==> config.mk <==
export PLATFORM = sky130hd
export DESIGN_NAME = pefm_top
export DESIGN_NICKNAME = d
export VERILOG_FILES = /design/src/core/pefm_pkg.sv /design/src/core/pefm_top.sv
export VERILOG_INCLUDE_DIRS = /design/src /design/src/core
export SDC_FILE = /design/constraint.sdc
export NUM_CORES = 1
export LEC_CHECK = 0
export ABC_CLOCK_PERIOD_IN_PS = 10750
export BUFFER_PORTS_ARGS = -buffer_cell sky130_fd_sc_hd__buf_2
export CAP_MARGIN = 20
export CORE_UTILIZATION = 40
export CTS_CLUSTER_DIAMETER = 60
export DETAILED_ROUTE_END_ITERATION = 7
export PLACE_DENSITY = 0.7
export SYNTH_ARGS = -nofsm -noshare
export SYNTH_HDL_FRONTEND = slang
export SYNTH_SLANG_ARGS = --single-unit
==> constraint.sdc <==
create_clock -name clk -period 10.75 [get_ports clk]
set_input_delay 1.075 -clock clk [delete_from_list [all_inputs] [get_ports clk]]
set_output_delay 1.075 -clock clk [all_outputs]
set_load 0.03 [all_outputs]
==> src/core/pefm_defines.svh <==
// Purpose: Named constants for the phase event flag and mask block.
// Assumes: Plain register port with a 16-bit address and 32-bit data.
// Notes: Every offset and bit position used by the logic lives here, with the bus, current, threshold and checksum widths.
`ifndef PEFM_DEFINES_SVH
`define PEFM_DEFINES_SVH

// ****************************************************************
// Register addresses
// ****************************************************************
`define PEFM_ADDR_W 16
`define PEFM_DATA_W 32
`define PEFM_ADDR_INTERRUPT_ENABLE_UPPER 16'hE50B
`define PEFM_ADDR_EVENT_STATUS_UPPER 16'hE503
`define PEFM_ADDR_PHSRC 16'hE600
`define PEFM_ADDR_PHNL 16'hE608
`define PEFM_ADDR_THRESH 16'h4398

// ****************************************************************
// Event bit positions shared by status and mask
// ****************************************************************
`define PEFM_B_TOTAL_POWER_IDLE_FLAG 0
`define PEFM_B_FUNDAMENTAL_POWER_IDLE_FLAG 1
`define PEFM_B_APPARENT_POWER_IDLE_FLAG 2
`define PEFM_B_RESET_COMPLETE_EVENT 15
`define PEFM_B_SAG 16
`define PEFM_B_OI 17
`define PEFM_B_OV 18
`define PEFM_B_SEQ 19
`define PEFM_B_MISM 20
`define PEFM_B_PKI 23
`define PEFM_B_PKV 24
`define PEFM_B_CRC 25

// Bits that exist in status and mask; all others read zero.
`define PEFM_EVT_BITS 32'h039F8007
// Bits of the mask that may raise the interrupt through the mask.
`define PEFM_MASK_GATE 32'h039F0007

// ****************************************************************
// Phase source and no-load fields, and widths
// ****************************************************************
`define PEFM_PH_OI_LSB 3
`define PEFM_PH_OV_LSB 9
`define PEFM_PH_VS_LSB 12
`define PEFM_NL_TOT_LSB 0
`define PEFM_NL_FUN_LSB 3
`define PEFM_NL_APP_LSB 6
`define PEFM_CUR_W 24
`define PEFM_THR_W 24
`define PEFM_CRC_W 32

`endif

==> src/core/pefm_pkg.sv <==
// Purpose: Types for the phase event flag and mask block.
// Assumes: Constants come from pefm_defines.svh.
// Notes: Detector outputs travel as packed structs.
`include "pefm_defines.svh"

package pefm_pkg;

	// ****************************************************************
	// Detector carriers
	// ****************************************************************
	typedef struct packed {
		logic sag;
		logic overcurrent_event;
		logic high_voltage_event;
		logic current_peak_window_done;
		logic voltage_peak_window_done;
		logic [2:0] dip_source_phases;
		logic [2:0] overcurrent_source_phases;
		logic [2:0] high_voltage_source_phases;
	} pefm_ev_t;

	typedef struct packed {
		logic update;
		logic [2:0] total_power_idle_phases;
		logic [2:0] fundamental_power_idle_phases;
		logic [2:0] apparent_power_idle_phases;
	} pefm_nl_t;

	typedef enum logic [1:0] {
		PEFM_ROT_IDLE = 2'b01,
		PEFM_ROT_AFTER_A = 2'b10
	} pefm_rot_t;

endpackage

==> src/core/pefm_top.sv <==
// Purpose: Event flags, upper interrupt enables and per-phase source reporting.
// Assumes: Detector inputs are single-cycle pulses on clk; no pin input here.
// Notes: Status flags are write-one-to-clear and a new event wins over a clear.
//
// Function
// RULE_01 - Mask bit 15 stores writes but never influences the interrupt.
// RULE_02 - Mask bit 16 enables the sag interrupt; dip phases are reported.
// RULE_03 - Mask bit 17 enables the overcurrent interrupt; source phases reported.
// RULE_04 - Mask bit 18 enables the overvoltage interrupt; source phases reported.
// RULE_05 - Mask bit 19 enables interrupt when A crossing is followed by C.
// RULE_06 - Mask bit 20 enables interrupt when neutral mismatch exceeds threshold.
// RULE_07 - Mask bit 23 enables interrupt at end of current peak window.
// RULE_08 - Mask bit 24 enables interrupt at end of voltage peak window.
// RULE_09 - Mask bit 25 enables interrupt when checksum differs from captured one.
// RULE_10 - Mask bits 21-22 and 26-31 are reserved, zero, without effect.
// RULE_11 - Phase status bits 3-5 show overcurrent source phases A, B, C.
// RULE_12 - Phase status bits 9-11 show overvoltage source phases A, B, C.
// RULE_13 - Phase status bits 12-14 show sag source phases A, B, C.
// RULE_14 - Phase status bits 0-2, 6-8 and 15 always read zero.
// RULE_15 - No-load bits 0-2 total power, set with status bit 0.
// RULE_16 - No-load bits 3-5 fundamental power, set with status bit 1.
// RULE_17 - No-load bits 6-8 apparent power, set with status bit 2.
// RULE_18 - No-load bits read zero when out of no-load, reset to zero.
// RULE_19 - No-load bits 9-15 always read zero.
// RULE_20 - Upper mask register sits at 0xE50B and resets to zero.
// RULE_21 - Mask bits 0-2 enable the three no-load entry interrupts.
// RULE_22 - Interrupt asserts for any masked set flag; reset-complete always.
//
// Decided for this implementation: the address-and-strobe port.
`include "pefm_defines.svh"

module pefm_top (
	// Clock and reset
	input wire logic clk,
	input wire logic rst,
	// Register port
	input wire logic [`PEFM_ADDR_W-1:0] reg_addr,
	input wire logic [`PEFM_DATA_W-1:0] reg_wdata,
	input wire logic reg_wr,
	input wire logic reg_rd,
	output logic [`PEFM_DATA_W-1:0] reg_rdata,
	// Detector events
	input wire pefm_pkg::pefm_ev_t ev,
	input wire pefm_pkg::pefm_nl_t nl,
	// Rising voltage zero crossings
	input wire logic zx_rise_a,
	input wire logic zx_rise_b,
	input wire logic zx_rise_c,
	// Neutral current samples
	input wire logic [`PEFM_CUR_W-1:0] computed_current_sum,
	input wire logic [`PEFM_CUR_W-1:0] measured_neutral_current,
	input wire logic neutral_sample,
	// Configuration checksum
	input wire logic [`PEFM_CRC_W-1:0] checksum_value,
	input wire logic run_set,
	// Interrupt
	output logic irq
);
	import pefm_pkg::*;

	// ****************************************************************
	// State
	// ****************************************************************
	logic [`PEFM_DATA_W-1:0] mask_r;
	logic [`PEFM_DATA_W-1:0] status_r;
	logic [`PEFM_DATA_W-1:0] status_nxt;
	logic [15:0] phsrc_r;
	logic [15:0] phsrc_nxt;
	logic [15:0] phnl_r;
	logic [`PEFM_THR_W-1:0] thresh_r;
	logic [`PEFM_CRC_W-1:0] crc_ref_r;
	logic crc_armed_r;
	logic boot_done_r;
	logic irq_r;
	logic [`PEFM_DATA_W-1:0] rdata_r;
	pefm_rot_t rot_r;
	pefm_rot_t rot_nxt;

	// ****************************************************************
	// Register decode
	// ****************************************************************
	wire sel_mask = reg_addr == `PEFM_ADDR_INTERRUPT_ENABLE_UPPER;
	wire sel_status = reg_addr == `PEFM_ADDR_EVENT_STATUS_UPPER;
	wire sel_phsrc = reg_addr == `PEFM_ADDR_PHSRC;
	wire sel_phnl = reg_addr == `PEFM_ADDR_PHNL;
	wire sel_thresh = reg_addr == `PEFM_ADDR_THRESH;
	wire wr_mask = reg_wr & sel_mask;
	wire wr_status = reg_wr & sel_status;
	wire wr_thresh = reg_wr & sel_thresh;

	// ****************************************************************
	// Detectors
	// ****************************************************************
	// Sign-extended difference keeps a full-scale swing from wrapping.
	wire signed [`PEFM_CUR_W:0] neu_diff = $signed({computed_current_sum[`PEFM_CUR_W-1],
		computed_current_sum}) - $signed({measured_neutral_current[`PEFM_CUR_W-1],
		measured_neutral_current});
	wire [`PEFM_CUR_W:0] neu_abs = neu_diff[`PEFM_CUR_W] ? `PEFM_CUR_W'(0) - neu_diff :
		neu_diff;
	wire mism_hit = neutral_sample & (neu_abs > {1'b0, thresh_r}); // RULE_06
	wire crc_hit = crc_armed_r & (checksum_value != crc_ref_r); // RULE_09
	wire seq_hit = (rot_r == PEFM_ROT_AFTER_A) & zx_rise_c & ~zx_rise_b; // RULE_05

	// A phase newly entering no-load raises the flag; staying idle does not.
	wire [2:0] nl_tot_in = nl.total_power_idle_phases & ~phnl_r[`PEFM_NL_TOT_LSB +: 3];
	wire [2:0] nl_fun_in = nl.fundamental_power_idle_phases & ~phnl_r[`PEFM_NL_FUN_LSB +: 3];
	wire [2:0] nl_app_in = nl.apparent_power_idle_phases & ~phnl_r[`PEFM_NL_APP_LSB +: 3];
	wire nl_tot_hit = nl.update & (|nl_tot_in); // RULE_15
	wire nl_fun_hit = nl.update & (|nl_fun_in); // RULE_16
	wire nl_app_hit = nl.update & (|nl_app_in); // RULE_17

	// Event vector in status bit order.
	logic [`PEFM_DATA_W-1:0] ev_set;
	always_comb begin
		ev_set = '0;
		ev_set[`PEFM_B_TOTAL_POWER_IDLE_FLAG] = nl_tot_hit;
		ev_set[`PEFM_B_FUNDAMENTAL_POWER_IDLE_FLAG] = nl_fun_hit;
		ev_set[`PEFM_B_APPARENT_POWER_IDLE_FLAG] = nl_app_hit;
		ev_set[`PEFM_B_RESET_COMPLETE_EVENT] = ~boot_done_r;
		ev_set[`PEFM_B_SAG] = ev.sag; // RULE_02
		ev_set[`PEFM_B_OI] = ev.overcurrent_event; // RULE_03
		ev_set[`PEFM_B_OV] = ev.high_voltage_event; // RULE_04
		ev_set[`PEFM_B_SEQ] = seq_hit; // RULE_05
		ev_set[`PEFM_B_MISM] = mism_hit; // RULE_06
		ev_set[`PEFM_B_PKI] = ev.current_peak_window_done; // RULE_07
		ev_set[`PEFM_B_PKV] = ev.voltage_peak_window_done; // RULE_08
		ev_set[`PEFM_B_CRC] = crc_hit; // RULE_09
	end

	// Write one clears, but an event in the same cycle keeps its flag.
	wire [`PEFM_DATA_W-1:0] clr_vec = wr_status ? reg_wdata : '0;
	assign status_nxt = ((status_r & ~clr_vec) | ev_set) & `PEFM_EVT_BITS;

	// ****************************************************************
	// Phase source capture
	// ****************************************************************
	// Each source field reloads only on its own event so a later event on
	// another kind does not disturb it.
	always_comb begin
		phsrc_nxt = phsrc_r;
		if (ev.overcurrent_event) begin
			phsrc_nxt[`PEFM_PH_OI_LSB +: 3] = ev.overcurrent_source_phases; // RULE_11
		end
		if (ev.high_voltage_event) begin
			phsrc_nxt[`PEFM_PH_OV_LSB +: 3] = ev.high_voltage_source_phases; // RULE_12
		end
		if (ev.sag) begin
			phsrc_nxt[`PEFM_PH_VS_LSB +: 3] = ev.dip_source_phases; // RULE_13
		end
	end

	// ****************************************************************
	// Rotation order watcher
	// ****************************************************************
	always_comb begin
		rot_nxt = rot_r;
		unique case (rot_r)
			PEFM_ROT_IDLE: begin
				if (zx_rise_a) begin
					rot_nxt = PEFM_ROT_AFTER_A;
				end
			end
			PEFM_ROT_AFTER_A: begin
				if (zx_rise_b | zx_rise_c) begin
					rot_nxt = zx_rise_a ? PEFM_ROT_AFTER_A : PEFM_ROT_IDLE;
				end
			end
			default: begin
				rot_nxt = PEFM_ROT_IDLE;
			end
		endcase
	end

	// ****************************************************************
	// Interrupt and read path
	// ****************************************************************
	wire [`PEFM_DATA_W-1:0] mask_gated = status_nxt & mask_r & `PEFM_MASK_GATE;
	wire irq_nxt = (|mask_gated) | status_nxt[`PEFM_B_RESET_COMPLETE_EVENT]; // RULE_22 RULE_01

	logic [`PEFM_DATA_W-1:0] rd_mux;
	always_comb begin
		rd_mux = '0;
		if (sel_mask) begin
			rd_mux = mask_r;
		end else if (sel_status) begin
			rd_mux = status_r;
		end else if (sel_phsrc) begin
			rd_mux = {16'h0000, phsrc_r}; // RULE_14
		end else if (sel_phnl) begin
			rd_mux = {16'h0000, phnl_r}; // RULE_19
		end else if (sel_thresh) begin
			rd_mux = {{(`PEFM_DATA_W-`PEFM_THR_W){1'b0}}, thresh_r};
		end
	end

	// ****************************************************************
	// Registers
	// ****************************************************************
	always_ff @(posedge clk) begin
		if (rst) begin
			mask_r <= '0; // RULE_20
			thresh_r <= '0;
		end else begin
			if (wr_mask) begin
				mask_r <= reg_wdata & `PEFM_EVT_BITS; // RULE_10 RULE_21 RULE_01
			end
			if (wr_thresh) begin
				thresh_r <= reg_wdata[`PEFM_THR_W-1:0];
			end
		end
	end

	always_ff @(posedge clk) begin
		if (rst) begin
			status_r <= '0;
			phsrc_r <= '0;
			boot_done_r <= 1'b0;
			rot_r <= PEFM_ROT_IDLE;
		end else begin
			status_r <= status_nxt;
			phsrc_r <= phsrc_nxt;
			boot_done_r <= 1'b1;
			rot_r <= rot_nxt;
		end
	end

	// No-load phase bits follow each update, so a phase leaving no-load reads 0.
	always_ff @(posedge clk) begin
		if (rst) begin
			phnl_r <= '0; // RULE_18
		end else if (nl.update) begin
			phnl_r <= {7'h00, nl.apparent_power_idle_phases, // RULE_17 RULE_19
				nl.fundamental_power_idle_phases, nl.total_power_idle_phases}; // RULE_15 RULE_16
		end
	end

	// The reference is retaken on every run request; the comparison starts after it.
	always_ff @(posedge clk) begin
		if (rst) begin
			crc_ref_r <= '0;
			crc_armed_r <= 1'b0;
		end else if (run_set) begin
			crc_ref_r <= checksum_value; // RULE_09
			crc_armed_r <= 1'b1;
		end
	end

	always_ff @(posedge clk) begin
		if (rst) begin
			irq_r <= 1'b0;
			rdata_r <= '0;
		end else begin
			irq_r <= irq_nxt;
			rdata_r <= reg_rd ? rd_mux : '0;
		end
	end

	assign irq = irq_r;
	assign reg_rdata = rdata_r;
endmodule

==> metrics.md <==
| Metric | Value |
|---|---|
| Crit path DAT | `6.12 ns` |
| Die height | `145 um` |
| Period Utilization, post-route | `0.545` |
| Gpl congestion | `0.851` |
| Final Hold Fails | `0` |
| Critical path fanouts, max | `11` |
| Post-DR vias/cell | `5.33` |
| Synthesized flop and latch total | `129` |
| Kind of end point of the critical path | `register` |
| P per Cell Area | `147 nW/um^2` |
| Setup violations, final | `0` |
| CTS root buffer | `clkbuf_16` |
| Row cnt | `52` |
| Routed vias | `7790` |
| Primary FF master, synth | `dfxtp_1` |
| Area of the core | `20200 um^2` |
| GR Overflow Total | `0` |
| CP max-delay cell | `a22oi_1` |
| Kind of critical path | `in -> reg` |
| Pin count of the biggest net entering global routing | `97` |
| Cts hold-fix bufs | `0` |
| Crit start category | `primary input` |
| Clock Sinks | `129` |
| Max Cap Viol | `0` |
| Slew headroom | `0.295` |
| Post-CTS Resized | `0` |
| Routed Antenna Nets | `0` |
| H-tree depth | `4` |
| Setup TNS | `0 ns` |
| # DRC | `0` |
| Vias in the first global route | `7321` |
| Syn avg cell area | `8.02 um^2` |
| Initial Utilization | `0.407` |
| Count of different cell masters after synthesis | `82` |
| Chip Width | `145 um` |
| Peak supply drop | `0.000106 V` |
| Initial antenna violation count | `5` |
| Min-Delay Path Class | `reg -> reg` |
| EDFF count, synth | `0` |
| Actual slew at the worst max-slew pin | `1.06 ns` |
| Nets | `1390` |
| Sequential area share after synthesis | `0.315` |
| Final WS setup | `4.89 ns` |
| Detailed placer's ending HPWL | `16.7 mm` |
| Setup Buffers After CTS | `0` |
| Minimum clock period | `5.86 ns` |
| Commonest non-fill, non-tap cell in the layout | `buf_2` |
| RSZ-0062 raised after global routing | `no` |
| Layout cells sized above 1 | `0.200` |
| Global-route wire length before repair | `35.6 mm` |
| Maximum root-to-sink buffer count | `2` |
| Area grow syn2layout | `20.6%` |
| Die area | `21100 um^2` |
| Synth warnings | `0` |
| CTS tree | `built` |
| Most frequent cells in the layout | `181 x buf_2, 129 x dfxtp_1, 115 x nor2_1` |
| Status | `completed` |
| Async SR Flop Fraction | `0` |
| Gr usage total | `0.209` |
| Post-Place Setup Slack | `4.51 ns` |
| Drt total wl | `22.2 mm` |
| I/O Pins | `194` |
| DR WL/cell | `15.2 um` |
| Worst EP required | `11.00 ns` |
| Setup Skew | `0.00777 ns` |
| Max-slew violation count | `0` |
| Synth Instances | `1023` |
| Ordered cell list for the critical path | `buf_2 -> inv_1 -> ha_1 -> fa_1 -> and2b_1 -> o2111ai_2 -> a211oi_1 -> nor3_1 -> a21oi_1 -> o31ai_1 -> a22oi_1 -> nor2_1 -> xor2_1 -> ha_1 -> a21o_1 -> a21o_1 -> a21oi_1 -> o211ai_1 -> a221oi_1 -> nand2_1 -> a221oi_1 -> a211oi_2` |
| CTS buffer count | `17` |
| Worst path max stage delay | `0.70 ns` |
| Synthesized area | `8200 um^2` |
| Clock transition at the registers of the reported paths | `0.06 ns` |
| Cell leakage power | `4.18 nW` |
| First-pass iteration count of the detailed router | `7` |
| Clk_lat worst skew | `0.41 ns` |
| 1st-iter DRT viols | `471` |
| Port-buffer cells | `181` |
| FMAX | `171 MHz` |
[metal layers]
layer	track usage	routed length [um]	vias to the layer above
met5	0	23	-
met4	0.0737	478	4
met3	0.0585	1580	46
met2	0.338	10100	250
met1	0.265	9950	3578
li1	-	-	3912
[metrics by stage]
step / cells / instance area (um^2) / util / power [mW] / hold slack [ns]
floorplan: 1028 / 8220 / - / 0.769 / 0.436
global placement: 1428 / 9270 / 0.460 / 0.851 / 0.445
detailed placement: 1428 / 9270 / 0.460 / 0.860 / 0.451
CTS: 1459 / 9890 / 0.490 / 1.47 / 0.459
global route: 1460 / 9890 / 0.490 / 1.53 / 0.486
finish: 1461 / 9890 / 0.491 / 1.46 / 0.460
[final timing paths]
check	start	endpoint	slack (ns)	cells after the start
max	computed_current_sum[0]	irq	4.89	22
min	mask_r[15]	mask_r[15]	0.46	2
max reg2reg	phnl_r[3]	irq	8.21	8
min reg2reg	mask_r[15]	mask_r[15]	0.46	2
[cell usage after synthesis (all sizes together) (3+ instances only)]
| cell type | instances | share of area |
|---|---|---|
| xor2 | 9 | 0.0096 |
| nand2b | 6 | 0.0046 |
| nor4 | 10 | 0.0076 |
| ha | 51 | 0.078 |
| inv | 69 | 0.032 |
| o31ai | 9 | 0.012 |
| o211ai | 5 | 0.0046 |
| nor3 | 14 | 0.0092 |
| and3 | 8 | 0.0061 |
| buf | 17 | 0.013 |
| or4b | 4 | 0.0058 |
| nor4b | 4 | 0.0043 |
| nor2b | 10 | 0.0076 |
| a221oi | 3 | 0.0032 |
| xnor2 | 56 | 0.060 |
| nand4b | 4 | 0.0043 |
| nand3 | 14 | 0.0085 |
| o41ai | 3 | 0.0032 |
| a31oi | 6 | 0.0046 |
| or3 | 10 | 0.0076 |
| a22o | 4 | 0.0043 |
| mux2i | 51 | 0.062 |
| o21a | 10 | 0.0092 |
| a311oi | 3 | 0.0032 |
| a21o | 12 | 0.011 |
| and2 | 14 | 0.011 |
| clkbuf | 40 | 0.018 |
| nand4 | 21 | 0.016 |
| nor2 | 116 | 0.053 |
| a22oi | 21 | 0.019 |
| nand2 | 112 | 0.051 |
| o221ai | 4 | 0.0043 |
| dfxtp | 129 | 0.31 |
| o21ai | 31 | 0.019 |
| a222oi | 7 | 0.0085 |
| or2 | 5 | 0.0038 |
| nor3b | 4 | 0.0037 |
| a211oi | 4 | 0.0043 |
| a21oi | 83 | 0.051 |
[cells by family after synthesis]
kind of cell / synth area share
flops: 0.315
mux: 0.0622
fa+ha+maj: 0.0802
xor+xnor: 0.0694
simple gates: 0.217
buf+inv: 0.0628
compound gates: 0.193
other cells: 0.000457
[registers in the layout (all words and copies together) (netlist names)]
register     cells
crc_armed_r      1
rot_r            2
status_r        12
phnl_r           9
phsrc_r          9
mask_r          12
reg_rdata       26
boot_done_r      1
thresh_r        24
irq              1
crc_ref_r       32
[layout make-up]
type	count	area [um^2]
Timing Repair Buffer	187	951
Clock buffer	18	429
Tap cell	270	338
Antenna cell	2	5.00
Fill cell	2025	10300
Multi-Input combinational cell	773	5140
Inverter	69	259
Clock inverter	13	188
Sequential cell	129	2580
[power by group]
part | switching (mW) | total, mW | internal, mW | leakage [nW]
registers | 0.0114 | 0.507 | 0.495 | 1.05
clock network | 0.218 | 0.605 | 0.387 | 0.292
logic | 0.189 | 0.345 | 0.156 | 2.83
total | 0.418 | 1.46 | 1.04 | 4.18
[critical path, delay by kind of cell]
family / cells / cell delay [ns]
and+or+nand+nor: 4 / 0.75
buffers and inverters: 2 / 0.10
adders and majority gates: 3 / 0.92
AOI/OAI and AO/OA: 12 / 3.06
xor gates and xnor gates: 1 / 0.18
(Power assumes the default switching activity.)
